[src/pkg/aqd_pkg.sv]
// shared constants and types for the acquisition dma block
`default_nettype none
package aqd_pkg;
	localparam int SAMPLE_W = 12;
	localparam int NUM_BANKS = 4;
	localparam int BANK_AW = 29;
	localparam logic [28:0] BANK_TOP = 29'h1fff_fffe;
	localparam logic [28:0] BANK_STEP = 29'h0000_0002;
	// register offsets (word addresses of the plain port)
	localparam logic [7:0] REG_CTRL = 8'h00;
	localparam logic [7:0] REG_DESC_ADDR = 8'h01;
	localparam logic [7:0] REG_DESC_LEN = 8'h02;
	localparam logic [7:0] REG_DESC_NEXT = 8'h03;
	localparam logic [7:0] REG_DESC_PUSH = 8'h04;
	localparam logic [7:0] REG_STATUS = 8'h05;
	localparam logic [7:0] REG_TSTAMP = 8'h06;
	localparam logic [7:0] REG_LAST_LEN = 8'h07;
	// control register field positions
	localparam int CTL_SRC_TEST = 0;
	localparam int CTL_TWO_CH = 1;
	localparam int CTL_TRANSIENT = 2;
	localparam int CTL_GATE_MODE = 3;
	localparam int CTL_META_EN = 4;
	localparam int CTL_RUN = 5;
	localparam int CTL_TTL_LO = 6;
	localparam int CTL_TTL_HI = 7;
	localparam logic [31:0] CTRL_RESET = 32'h0000_0000;
	// function of the ttl control input
	localparam logic [1:0] TTL_GATE = 2'h0;
	localparam logic [1:0] TTL_PPS = 2'h1;
	localparam logic [1:0] TTL_SYNC = 2'h2;
	localparam int DESC_DEPTH = 16;
	localparam logic [15:0] META_TAG = 16'ha5a5;
	typedef enum logic [3:0] {
		AQD_IDLE = 4'b0001,
		AQD_META = 4'b0010,
		AQD_MOVE = 4'b0100,
		AQD_CLOSE = 4'b1000
	} aqd_dma_state_t;
endpackage : aqd_pkg
`default_nettype wire

[src/rtl/aqd_sync3.sv]
// three-stage pin synchroniser with agreement check
`default_nettype none
module aqd_sync3 (
	input wire logic core_clk,
	input wire logic sys_rst,
	input wire logic pin_in,
	output logic level_out
);
	logic s1_q;
	logic s2_q;
	logic s3_q;
	// s1 feeds only s2; a change counts once s2 and s3 agree
	always_ff @(posedge core_clk) begin
		if (sys_rst) begin
			s1_q <= 1'b0;
			s2_q <= 1'b0;
			s3_q <= 1'b0;
			level_out <= 1'b0;
		end else begin
			s1_q <= pin_in;
			s2_q <= s1_q;
			s3_q <= s2_q;
			if (s2_q == s3_q) begin
				level_out <= s3_q;
			end
		end
	end
endmodule : aqd_sync3
`default_nettype wire

[src/rtl/aqd_top.sv]
// acquisition front end, bank writer and linked-list dma engine
`default_nettype none
module aqd_top
	import aqd_pkg::*;
#(
	parameter int DW = SAMPLE_W,
	parameter int DEPTH = DESC_DEPTH
) (
	input wire logic core_clk,
	input wire logic sys_rst,
	input wire logic [7:0] reg_addr,
	input wire logic [31:0] reg_wdata,
	input wire logic reg_wr,
	input wire logic reg_rd,
	output logic [31:0] reg_rdata,
	input wire logic [DW-1:0] adc_ch1,
	input wire logic [DW-1:0] adc_ch2,
	input wire logic ttl_in,
	input wire logic sync_gate_in,
	input wire logic sync_reset_in,
	input wire logic ref_clk_in,
	output logic ref_clk_out,
	output logic [NUM_BANKS-1:0] bank_wr,
	output logic [BANK_AW-1:0] bank_waddr [NUM_BANKS],
	output logic [DW-1:0] bank_wdata [NUM_BANKS],
	output logic [NUM_BANKS-1:0] bank_rd,
	output logic [BANK_AW-1:0] bank_raddr [NUM_BANKS],
	input wire logic [DW-1:0] bank_rdata [NUM_BANKS],
	output logic pcie_valid,
	output logic [31:0] pcie_data,
	output logic pcie_meta,
	output logic pcie_last,
	input wire logic pcie_ready
);
	localparam int PW = $clog2(DEPTH);
	logic [31:0] ctrl_q;
	logic [31:0] dsc_addr_q;
	logic [31:0] dsc_len_q;
	logic [31:0] dsc_next_q;
	logic [31:0] d_addr [DEPTH];
	logic [31:0] d_len [DEPTH];
	logic [PW-1:0] d_next [DEPTH];
	logic [DEPTH-1:0] d_valid_q;
	logic [PW-1:0] cur_q;
	logic [31:0] tstamp_q;
	logic [31:0] start_stamp_q;
	logic [31:0] moved_q;
	logic [31:0] last_len_q;
	logic [15:0] done_cnt_q;
	logic [DW-1:0] tg_q;
	logic [1:0] rr_q;
	logic [BANK_AW-1:0] wptr_q [NUM_BANKS];
	logic [BANK_AW-1:0] rptr_q [NUM_BANKS];
	logic [NUM_BANKS-1:0] full_q;
	logic overrun_q;
	logic ttl_s;
	logic gate_s;
	logic rst_s;
	logic refc_s;
	logic ttl_prev_q;
	logic gate_act;
	logic pps_edge;
	aqd_dma_state_t st_q;
	logic [DW-1:0] src1;
	logic [DW-1:0] src2;
	logic [1:0] ttl_fn;
	logic [1:0] rd_bank;
	logic [1:0] rd_rr_q;
	logic [NUM_BANKS-1:0] have;

	// pins enter through three-stage synchronisers
	aqd_sync3 u_s_ttl (.core_clk(core_clk), .sys_rst(sys_rst),
		.pin_in(ttl_in), .level_out(ttl_s));
	aqd_sync3 u_s_gate (.core_clk(core_clk), .sys_rst(sys_rst),
		.pin_in(sync_gate_in), .level_out(gate_s));
	aqd_sync3 u_s_rst (.core_clk(core_clk), .sys_rst(sys_rst),
		.pin_in(sync_reset_in), .level_out(rst_s));
	aqd_sync3 u_s_ref (.core_clk(core_clk), .sys_rst(sys_rst),
		.pin_in(ref_clk_in), .level_out(refc_s));

	// source select and ttl function decode
	assign ttl_fn = ctrl_q[CTL_TTL_HI:CTL_TTL_LO];
	assign src1 = ctrl_q[CTL_SRC_TEST] ? tg_q : adc_ch1;
	assign src2 = ctrl_q[CTL_SRC_TEST] ? ~tg_q : adc_ch2;
	// gate is the ttl pin in gate mode, or the sync bus gate
	assign gate_act = ((ttl_fn == TTL_GATE) && ttl_s) || gate_s;
	assign pps_edge = (ttl_fn == TTL_PPS) && ttl_s && !ttl_prev_q;

	// register writes and descriptor table
	always_ff @(posedge core_clk) begin
		if (sys_rst) begin
			ctrl_q <= CTRL_RESET;
			dsc_addr_q <= '0;
			dsc_len_q <= '0;
			dsc_next_q <= '0;
		end else if (reg_wr) begin
			unique case (reg_addr)
				REG_CTRL: ctrl_q <= reg_wdata;
				REG_DESC_ADDR: dsc_addr_q <= reg_wdata;
				REG_DESC_LEN: dsc_len_q <= reg_wdata;
				REG_DESC_NEXT: dsc_next_q <= reg_wdata;
				default: ;
			endcase
		end
	end

	// push stores the staged descriptor at the index in the push word
	always_ff @(posedge core_clk) begin
		if (reg_wr && reg_addr == REG_DESC_PUSH) begin
			d_addr[reg_wdata[PW-1:0]] <= dsc_addr_q;
			d_len[reg_wdata[PW-1:0]] <= dsc_len_q;
			d_next[reg_wdata[PW-1:0]] <= dsc_next_q[PW-1:0];
		end
	end

	// valid bits: set on push wins over the engine's clear
	always_ff @(posedge core_clk) begin
		if (sys_rst) begin
			d_valid_q <= '0;
		end else begin
			if (st_q == AQD_CLOSE) begin
				d_valid_q[cur_q] <= 1'b0;
			end
			if (reg_wr && reg_addr == REG_DESC_PUSH) begin
				d_valid_q[reg_wdata[PW-1:0]] <= 1'b1;
			end
		end
	end

	// read port: data in the cycle after the strobe only
	always_ff @(posedge core_clk) begin
		if (sys_rst) begin
			reg_rdata <= '0;
		end else if (reg_rd) begin
			unique case (reg_addr)
				REG_CTRL: reg_rdata <= ctrl_q;
				REG_DESC_ADDR: reg_rdata <= dsc_addr_q;
				REG_DESC_LEN: reg_rdata <= dsc_len_q;
				REG_DESC_NEXT: reg_rdata <= dsc_next_q;
				REG_STATUS: reg_rdata <= {done_cnt_q, 4'h0, full_q,
					overrun_q, gate_act, 2'h0, st_q};
				REG_TSTAMP: reg_rdata <= tstamp_q;
				REG_LAST_LEN: reg_rdata <= last_len_q;
				default: reg_rdata <= '0;
			endcase
		end else begin
			reg_rdata <= '0;
		end
	end

	// sample-accurate time stamp; pps, sync and sync-bus reset zero it
	always_ff @(posedge core_clk) begin
		if (sys_rst) begin
			tstamp_q <= '0;
			ttl_prev_q <= 1'b0;
		end else begin
			ttl_prev_q <= ttl_s;
			if (pps_edge || rst_s || ((ttl_fn == TTL_SYNC) && ttl_s)) begin
				tstamp_q <= '0;
			end else begin
				tstamp_q <= tstamp_q + 32'h1;
			end
		end
	end

	// test signal generator: a ramp
	always_ff @(posedge core_clk) begin
		if (sys_rst) begin
			tg_q <= '0;
		end else begin
			tg_q <= tg_q + 1'b1;
		end
	end

	// reference clock relayed to the next board in the chain
	always_ff @(posedge core_clk) begin
		if (sys_rst) begin
			ref_clk_out <= 1'b0;
		end else begin
			ref_clk_out <= refc_s;
		end
	end

	// bank writer: one channel round-robin over four banks, two in pairs
	always_ff @(posedge core_clk) begin
		if (sys_rst || rst_s) begin
			rr_q <= '0;
			bank_wr <= '0;
			overrun_q <= 1'b0;
			full_q <= '0;
			for (int b = 0; b < NUM_BANKS; b++) begin
				wptr_q[b] <= '0;
				bank_waddr[b] <= '0;
				bank_wdata[b] <= '0;
			end
		end else begin
			bank_wr <= '0;
			if (ctrl_q[CTL_RUN] && gate_act) begin
				rr_q <= rr_q + 2'h1;
				for (int b = 0; b < NUM_BANKS; b++) begin
					// a bank writes when picked; each gated cycle a sample lands unless the picked bank is full in transient mode
					if ((!ctrl_q[CTL_TWO_CH] && rr_q == b[1:0]) ||
						(ctrl_q[CTL_TWO_CH] && rr_q[0] == b[0])) begin
						// transient mode stops at a full bank, fifo wraps
						if (!(ctrl_q[CTL_TRANSIENT] && full_q[b])) begin
							bank_wr[b] <= 1'b1;
							bank_waddr[b] <= wptr_q[b];
							bank_wdata[b] <= (ctrl_q[CTL_TWO_CH] && b >= 2) ?
								src2 : src1;
							wptr_q[b] <= wptr_q[b] + BANK_STEP; // two bytes a sample
							if (wptr_q[b] == BANK_TOP) begin
								full_q[b] <= 1'b1;
							end
						end
						if (!ctrl_q[CTL_TRANSIENT] && have[b] &&
							wptr_q[b] + BANK_STEP == rptr_q[b]) begin
							overrun_q <= 1'b1;
						end
					end
				end
			end
		end
	end

	// a bank has unread data when its pointers differ
	always_comb begin
		for (int b = 0; b < NUM_BANKS; b++) begin
			have[b] = wptr_q[b] != rptr_q[b];
		end
	end
	assign rd_bank = rd_rr_q; // read order persists across descriptors

	// dma engine: meta packet, data words, close and follow link
	always_ff @(posedge core_clk) begin
		if (sys_rst) begin
			st_q <= AQD_IDLE;
			cur_q <= '0;
			moved_q <= '0;
			start_stamp_q <= '0;
			last_len_q <= '0;
			done_cnt_q <= '0;
			rd_rr_q <= '0;
			pcie_valid <= 1'b0;
			pcie_data <= '0;
			pcie_meta <= 1'b0;
			pcie_last <= 1'b0;
			bank_rd <= '0;
			for (int b = 0; b < NUM_BANKS; b++) begin
				rptr_q[b] <= '0;
				bank_raddr[b] <= '0;
			end
		end else begin
			bank_rd <= '0;
			if (pcie_valid && pcie_ready) begin
				pcie_valid <= 1'b0;
				pcie_meta <= 1'b0;
				pcie_last <= 1'b0;
			end
			unique case (st_q)
				AQD_IDLE: begin
					if (ctrl_q[CTL_RUN] && d_valid_q[cur_q]) begin
						moved_q <= '0;
						start_stamp_q <= tstamp_q;
						st_q <= ctrl_q[CTL_META_EN] ? AQD_META : AQD_MOVE;
					end
				end
				AQD_META: begin
					if (!pcie_valid || pcie_ready) begin
						pcie_valid <= 1'b1;
						pcie_meta <= 1'b1;
						pcie_data <= {META_TAG, d_addr[cur_q][15:0]};
						st_q <= AQD_MOVE;
					end
				end
				AQD_MOVE: begin
					// gate mode ends on gate drop once banks drain
					if ((ctrl_q[CTL_GATE_MODE] && !gate_act && have == '0) ||
						(!ctrl_q[CTL_GATE_MODE] &&
						moved_q == d_len[cur_q])) begin
						st_q <= AQD_CLOSE;
					end else if (have[rd_bank] && (!pcie_valid || pcie_ready)) begin
						bank_rd[rd_bank] <= 1'b1;
						bank_raddr[rd_bank] <= rptr_q[rd_bank];
						rptr_q[rd_bank] <= rptr_q[rd_bank] + BANK_STEP;
						pcie_valid <= 1'b1;
						pcie_data <= {20'h0, bank_rdata[rd_bank]};
						moved_q <= moved_q + 32'h1;
						rd_rr_q <= rd_rr_q + 2'h1;
					end else if (!have[rd_bank] && have != '0) begin
						rd_rr_q <= rd_rr_q + 2'h1; // skip a dry bank, no deadlock
					end
				end
				AQD_CLOSE: begin
					if (!pcie_valid || pcie_ready) begin
						// trailing word: stamp low half, length low half
						pcie_valid <= ctrl_q[CTL_META_EN];
						pcie_meta <= ctrl_q[CTL_META_EN];
						pcie_last <= ctrl_q[CTL_META_EN];
						pcie_data <= {start_stamp_q[15:0], moved_q[15:0]};
						last_len_q <= moved_q;
						done_cnt_q <= done_cnt_q + 16'h1;
						cur_q <= d_next[cur_q];
						st_q <= AQD_IDLE;
					end
				end
				default: st_q <= AQD_IDLE;
			endcase
			if (rst_s) begin // sync bus reset also rewinds the readers
				rd_rr_q <= '0;
				for (int b = 0; b < NUM_BANKS; b++) rptr_q[b] <= '0;
			end
		end
	end
endmodule : aqd_top
`default_nettype wire

[config.mk]
export PLATFORM = sky130hd
export DESIGN_NAME = aqd_top
export DESIGN_NICKNAME = d
export VERILOG_FILES = /design/src/pkg/aqd_pkg.sv /design/src/rtl/aqd_sync3.sv /design/src/rtl/aqd_top.sv
export SDC_FILE = /design/constraint.sdc
export NUM_CORES = 2
export LEC_CHECK = 0
export BUFFER_PORTS_ARGS = -buffer_cell sky130_fd_sc_hd__buf_4
export CORE_MARGIN = 4
export CORE_UTILIZATION = 30
export CTS_BUF_LIST = sky130_fd_sc_hd__clkbuf_4 sky130_fd_sc_hd__clkbuf_8 sky130_fd_sc_hd__clkbuf_16
export DETAILED_ROUTE_END_ITERATION = 6
export GPL_TIMING_DRIVEN = 0
export PLACE_DENSITY = 0.49
export REMOVE_ABC_BUFFERS = 1
export SETUP_SLACK_MARGIN = 0.2
export SLEW_MARGIN = 20
export SYNTH_ARGS = -nofsm -noshare
export SYNTH_HDL_FRONTEND = slang
export SYNTH_HIERARCHICAL = 1
export SYNTH_SLANG_ARGS = --single-unit
[constraint.sdc]
create_clock -name core_clk -period 13 [get_ports core_clk]
set_clock_uncertainty 0.1 [all_clocks]
set_input_delay 2.6 -clock core_clk [delete_from_list [all_inputs] [get_ports core_clk]]
set_output_delay 2.6 -clock core_clk [all_outputs]
set_load 0.02 [all_outputs]
==> impl_metrics.ini <==
[sta]
period_minus_slack_ns = 7.05
setup_violations = 0
setup_ws_ns = 5.95
finalCritPeriodShare_pct = 54.2
hold_viol_final = 0
grt_setup_unrepaired = no
hold_ws_ns = 0.345
tightest_slew_ns = 1.11
timing.fmax_mhz = 142
drv_slew = 0
relSlewSlack_pct = 25.6

[clock_network]
htreeDepth = 4
clock_sinks = 1732
clkLatencyLatePin_ns = 0.84
cts_buffers = 191
clock_path_buffers = 3
cts_tree = done
clk_pin_slew_worst_paths_ns = 0.06
post_cts_buffers = 0
root_buffer = clkbuf_16
postCtsResizedCells = 0
ctsHoldBuffers = 0

[floorplanning]
die_height_um = 504
ios = 477
fp-row-count = 181
core_um2 = 244000
die_w_um = 504
die_area_um2 = 254000
start_util_pct = 30.3

[placed_design]
dp_slack_ns = 5.85
io_buffer_count = 472
dp_cells = 9421
gp_congestion = 0.892
hpwl_um = 173000

[grt]
grt_pass1_vias = 49451
grt_pass1_wl_um = 358000
grt_max_degree = 142
antenna_found_initial = 15
gr-total-overflow = 0
grt_util_all_layers_pct = 19.0

[cells_and_area]
regArea_um2 = 45300
final_net_count = 6550
final_cells = 9788
multi_input_comb_area_um2 = 26800
syn_to_final_growth_pct = 19.8
mostFrequentLayoutCell = edfxtp_1
drive_above_1_share_pct = 19.9
mostFrequentLayoutCells = edfxtp_1 (1,060), nand2_1 (953), dfxtp_1 (662), nor2_1 (511), buf_4 (483)
num-fill-cells = 23761

[worst_setup_path]
r2r-start = cur_q[0]$_SDFFE_PP0P_
path_buf_inv = 3
path_class = reg -> reg
crit_top_cell = buf_16
endpoint_kind = flip-flop
crit_path_start = cur_q[0]$_SDFFE_PP0P_
crit_path_top_delay_cell = a2111oi_1
cp_data_required_time_ns = 13.46
critical-path-max-stage-delay_ns = 0.97
cp_cell_sequence = buf_12, buf_16, mux4_2, mux2i_1, o32ai_1, a2111oi_1, a22oi_1, a211o_1, nor4_4, nor2_2, nand2_4, nand2_2, buf_16
crit_family = simple AND/OR/NAND/NOR gates
path_max_fanout = 39
critPathArrivalTime_ns = 7.51
crit_path_start_kind = flip-flop

[yosys]
ys_types = 90
synthArstFlopShare_pct = 0
synth_edf_count = 1060
synth_area_um2 = 73900
synth-seq-area-share_pct = 61.3
syn-instance-count = 6037
avgSynthCellArea_um2 = 12.2
ys_seq_elements = 1732
ys_warn_count = 6
synthFlopType = edfxtp_1

[worst_hold_path]
worstHoldPathType = reg -> reg
hp-start = u_s_gate/s1_q$_SDFF_PP0_

[drt]
ant_nets = 0
vias = 50231
drc = 0
drt_wl_total_um = 249000
drtIter0Drc = 4546
wl_per_cell_um = 25.5
dr.pass1.iters = 6
avgViaCountPerCell = 5.13

[flow_run]
cap_violations = 0

[power]
p_leak_nw = 32.4
power_density_nw_per_um2 = 135
vdd_drop_max_mv = 0.0924

[outcome]
status = finished clean
==> power breakdown <==
group	switching, mW	internal (mW)	total [mW]
clock	2.31	3.29	5.60
sequential	0.0851	5.82	5.90
combinational	0.284	0.154	0.438
total	2.68	9.26	11.9
==> stage by stage <==
step	power [mW]	cell area (um2)	utilization [%]	setup TNS (ns)
after floorplan	6.20	72100	-	-617.58
after global placement	6.42	79600	32.6	-4281.97
after detailed placement	6.45	81900	33.6	0
after CTS	12.1	88500	36.2	0
after global routing	12.3	88500	36.3	0
final	11.9	88500	36.3	0
==> worst reg2reg max path, delay by kind of cell, from the launching register on <==
kind                   cells  cell delay (ns)
multiplexers               2             0.99
flip-flops                 1             0.73
AO/OA/AOI/OAI              4             1.75
buffers and inverters      3             0.94
AND/OR/NAND/NOR            4             2.31
==> flip-flops by register name, summed over array words and instances (netlist names), 48 cells and up, named ones only <==
signal	flops
wptr_q	112
bank_waddr	112
d_next	64
d_len	512
bank_raddr	116
rptr_q	116
d_addr	256
bank_wdata	48
==> logic make-up (layout without fill, tap and decap cells) <==
group | after synthesis | in the layout | share of synthesized area, %
AOI/OAI and AO/OA | 793 | 793 | 6.52
muxes | 578 | 578 | 11.9
adders and majority gates | 17 | 17 | 0.288
buffers and inverters | 454 | 993 | 2.78
DFF | 1732 | 1732 | 61.3
and+or+nand+nor | 2036 | 2036 | 12.1
xor gates and xnor gates | 426 | 426 | 5.11
other | 1 | 11 | 0.00508
==> synth_stat cells (65+ instances only) <==
cell | n | area (um2)
edfxtp_1 | 1060 | 31800
nand2_1 | 974 | 3660
dfxtp_1 | 672 | 13500
nor2_1 | 515 | 1930
a21oi_1 | 436 | 2180
clkbuf_1 | 291 | 1090
mux2i_1 | 285 | 2850
mux4_2 | 231 | 5200
xnor2_1 | 221 | 1940
xor2_1 | 202 | 1770
nand3_1 | 137 | 686
a22oi_1 | 70 | 526
and3_1 | 65 | 407
==> final timing paths <==
kind / to / cells after the start / slack, ns
max: rptr_q[0][5]$_SDFFCE_PN0P_ / 13 / 5.95
min: u_s_gate/s2_q$_SDFF_PP0_ / 1 / 0.35
max reg2reg: rptr_q[0][5]$_SDFFCE_PN0P_ / 13 / 5.95
min reg2reg: u_s_gate/s2_q$_SDFF_PP0_ / 1 / 0.35
==> layout make-up <==
class	count	area share, %
diodes	7	0.0198
clock buffers	264	6.30
clock inverters	96	1.10
inverters	62	0.348
multi-input cells	3854	30.3
flip-flops and latches	1732	51.2
well taps	3202	4.53
repair buffers	571	6.19
==> metal layers <==
layer | up-vias | GRT usage, % | routed length [um]
met3 | 394 | 3.10 | 13500
met5 | - | 0 | 0
met4 | 0 | 6.79 | 9320
li1 | 22702 | - | -
met1 | 25568 | 24.5 | 105000
met2 | 1567 | 32.1 | 121000
Note: power is estimated with default switching activity, not from simulation.
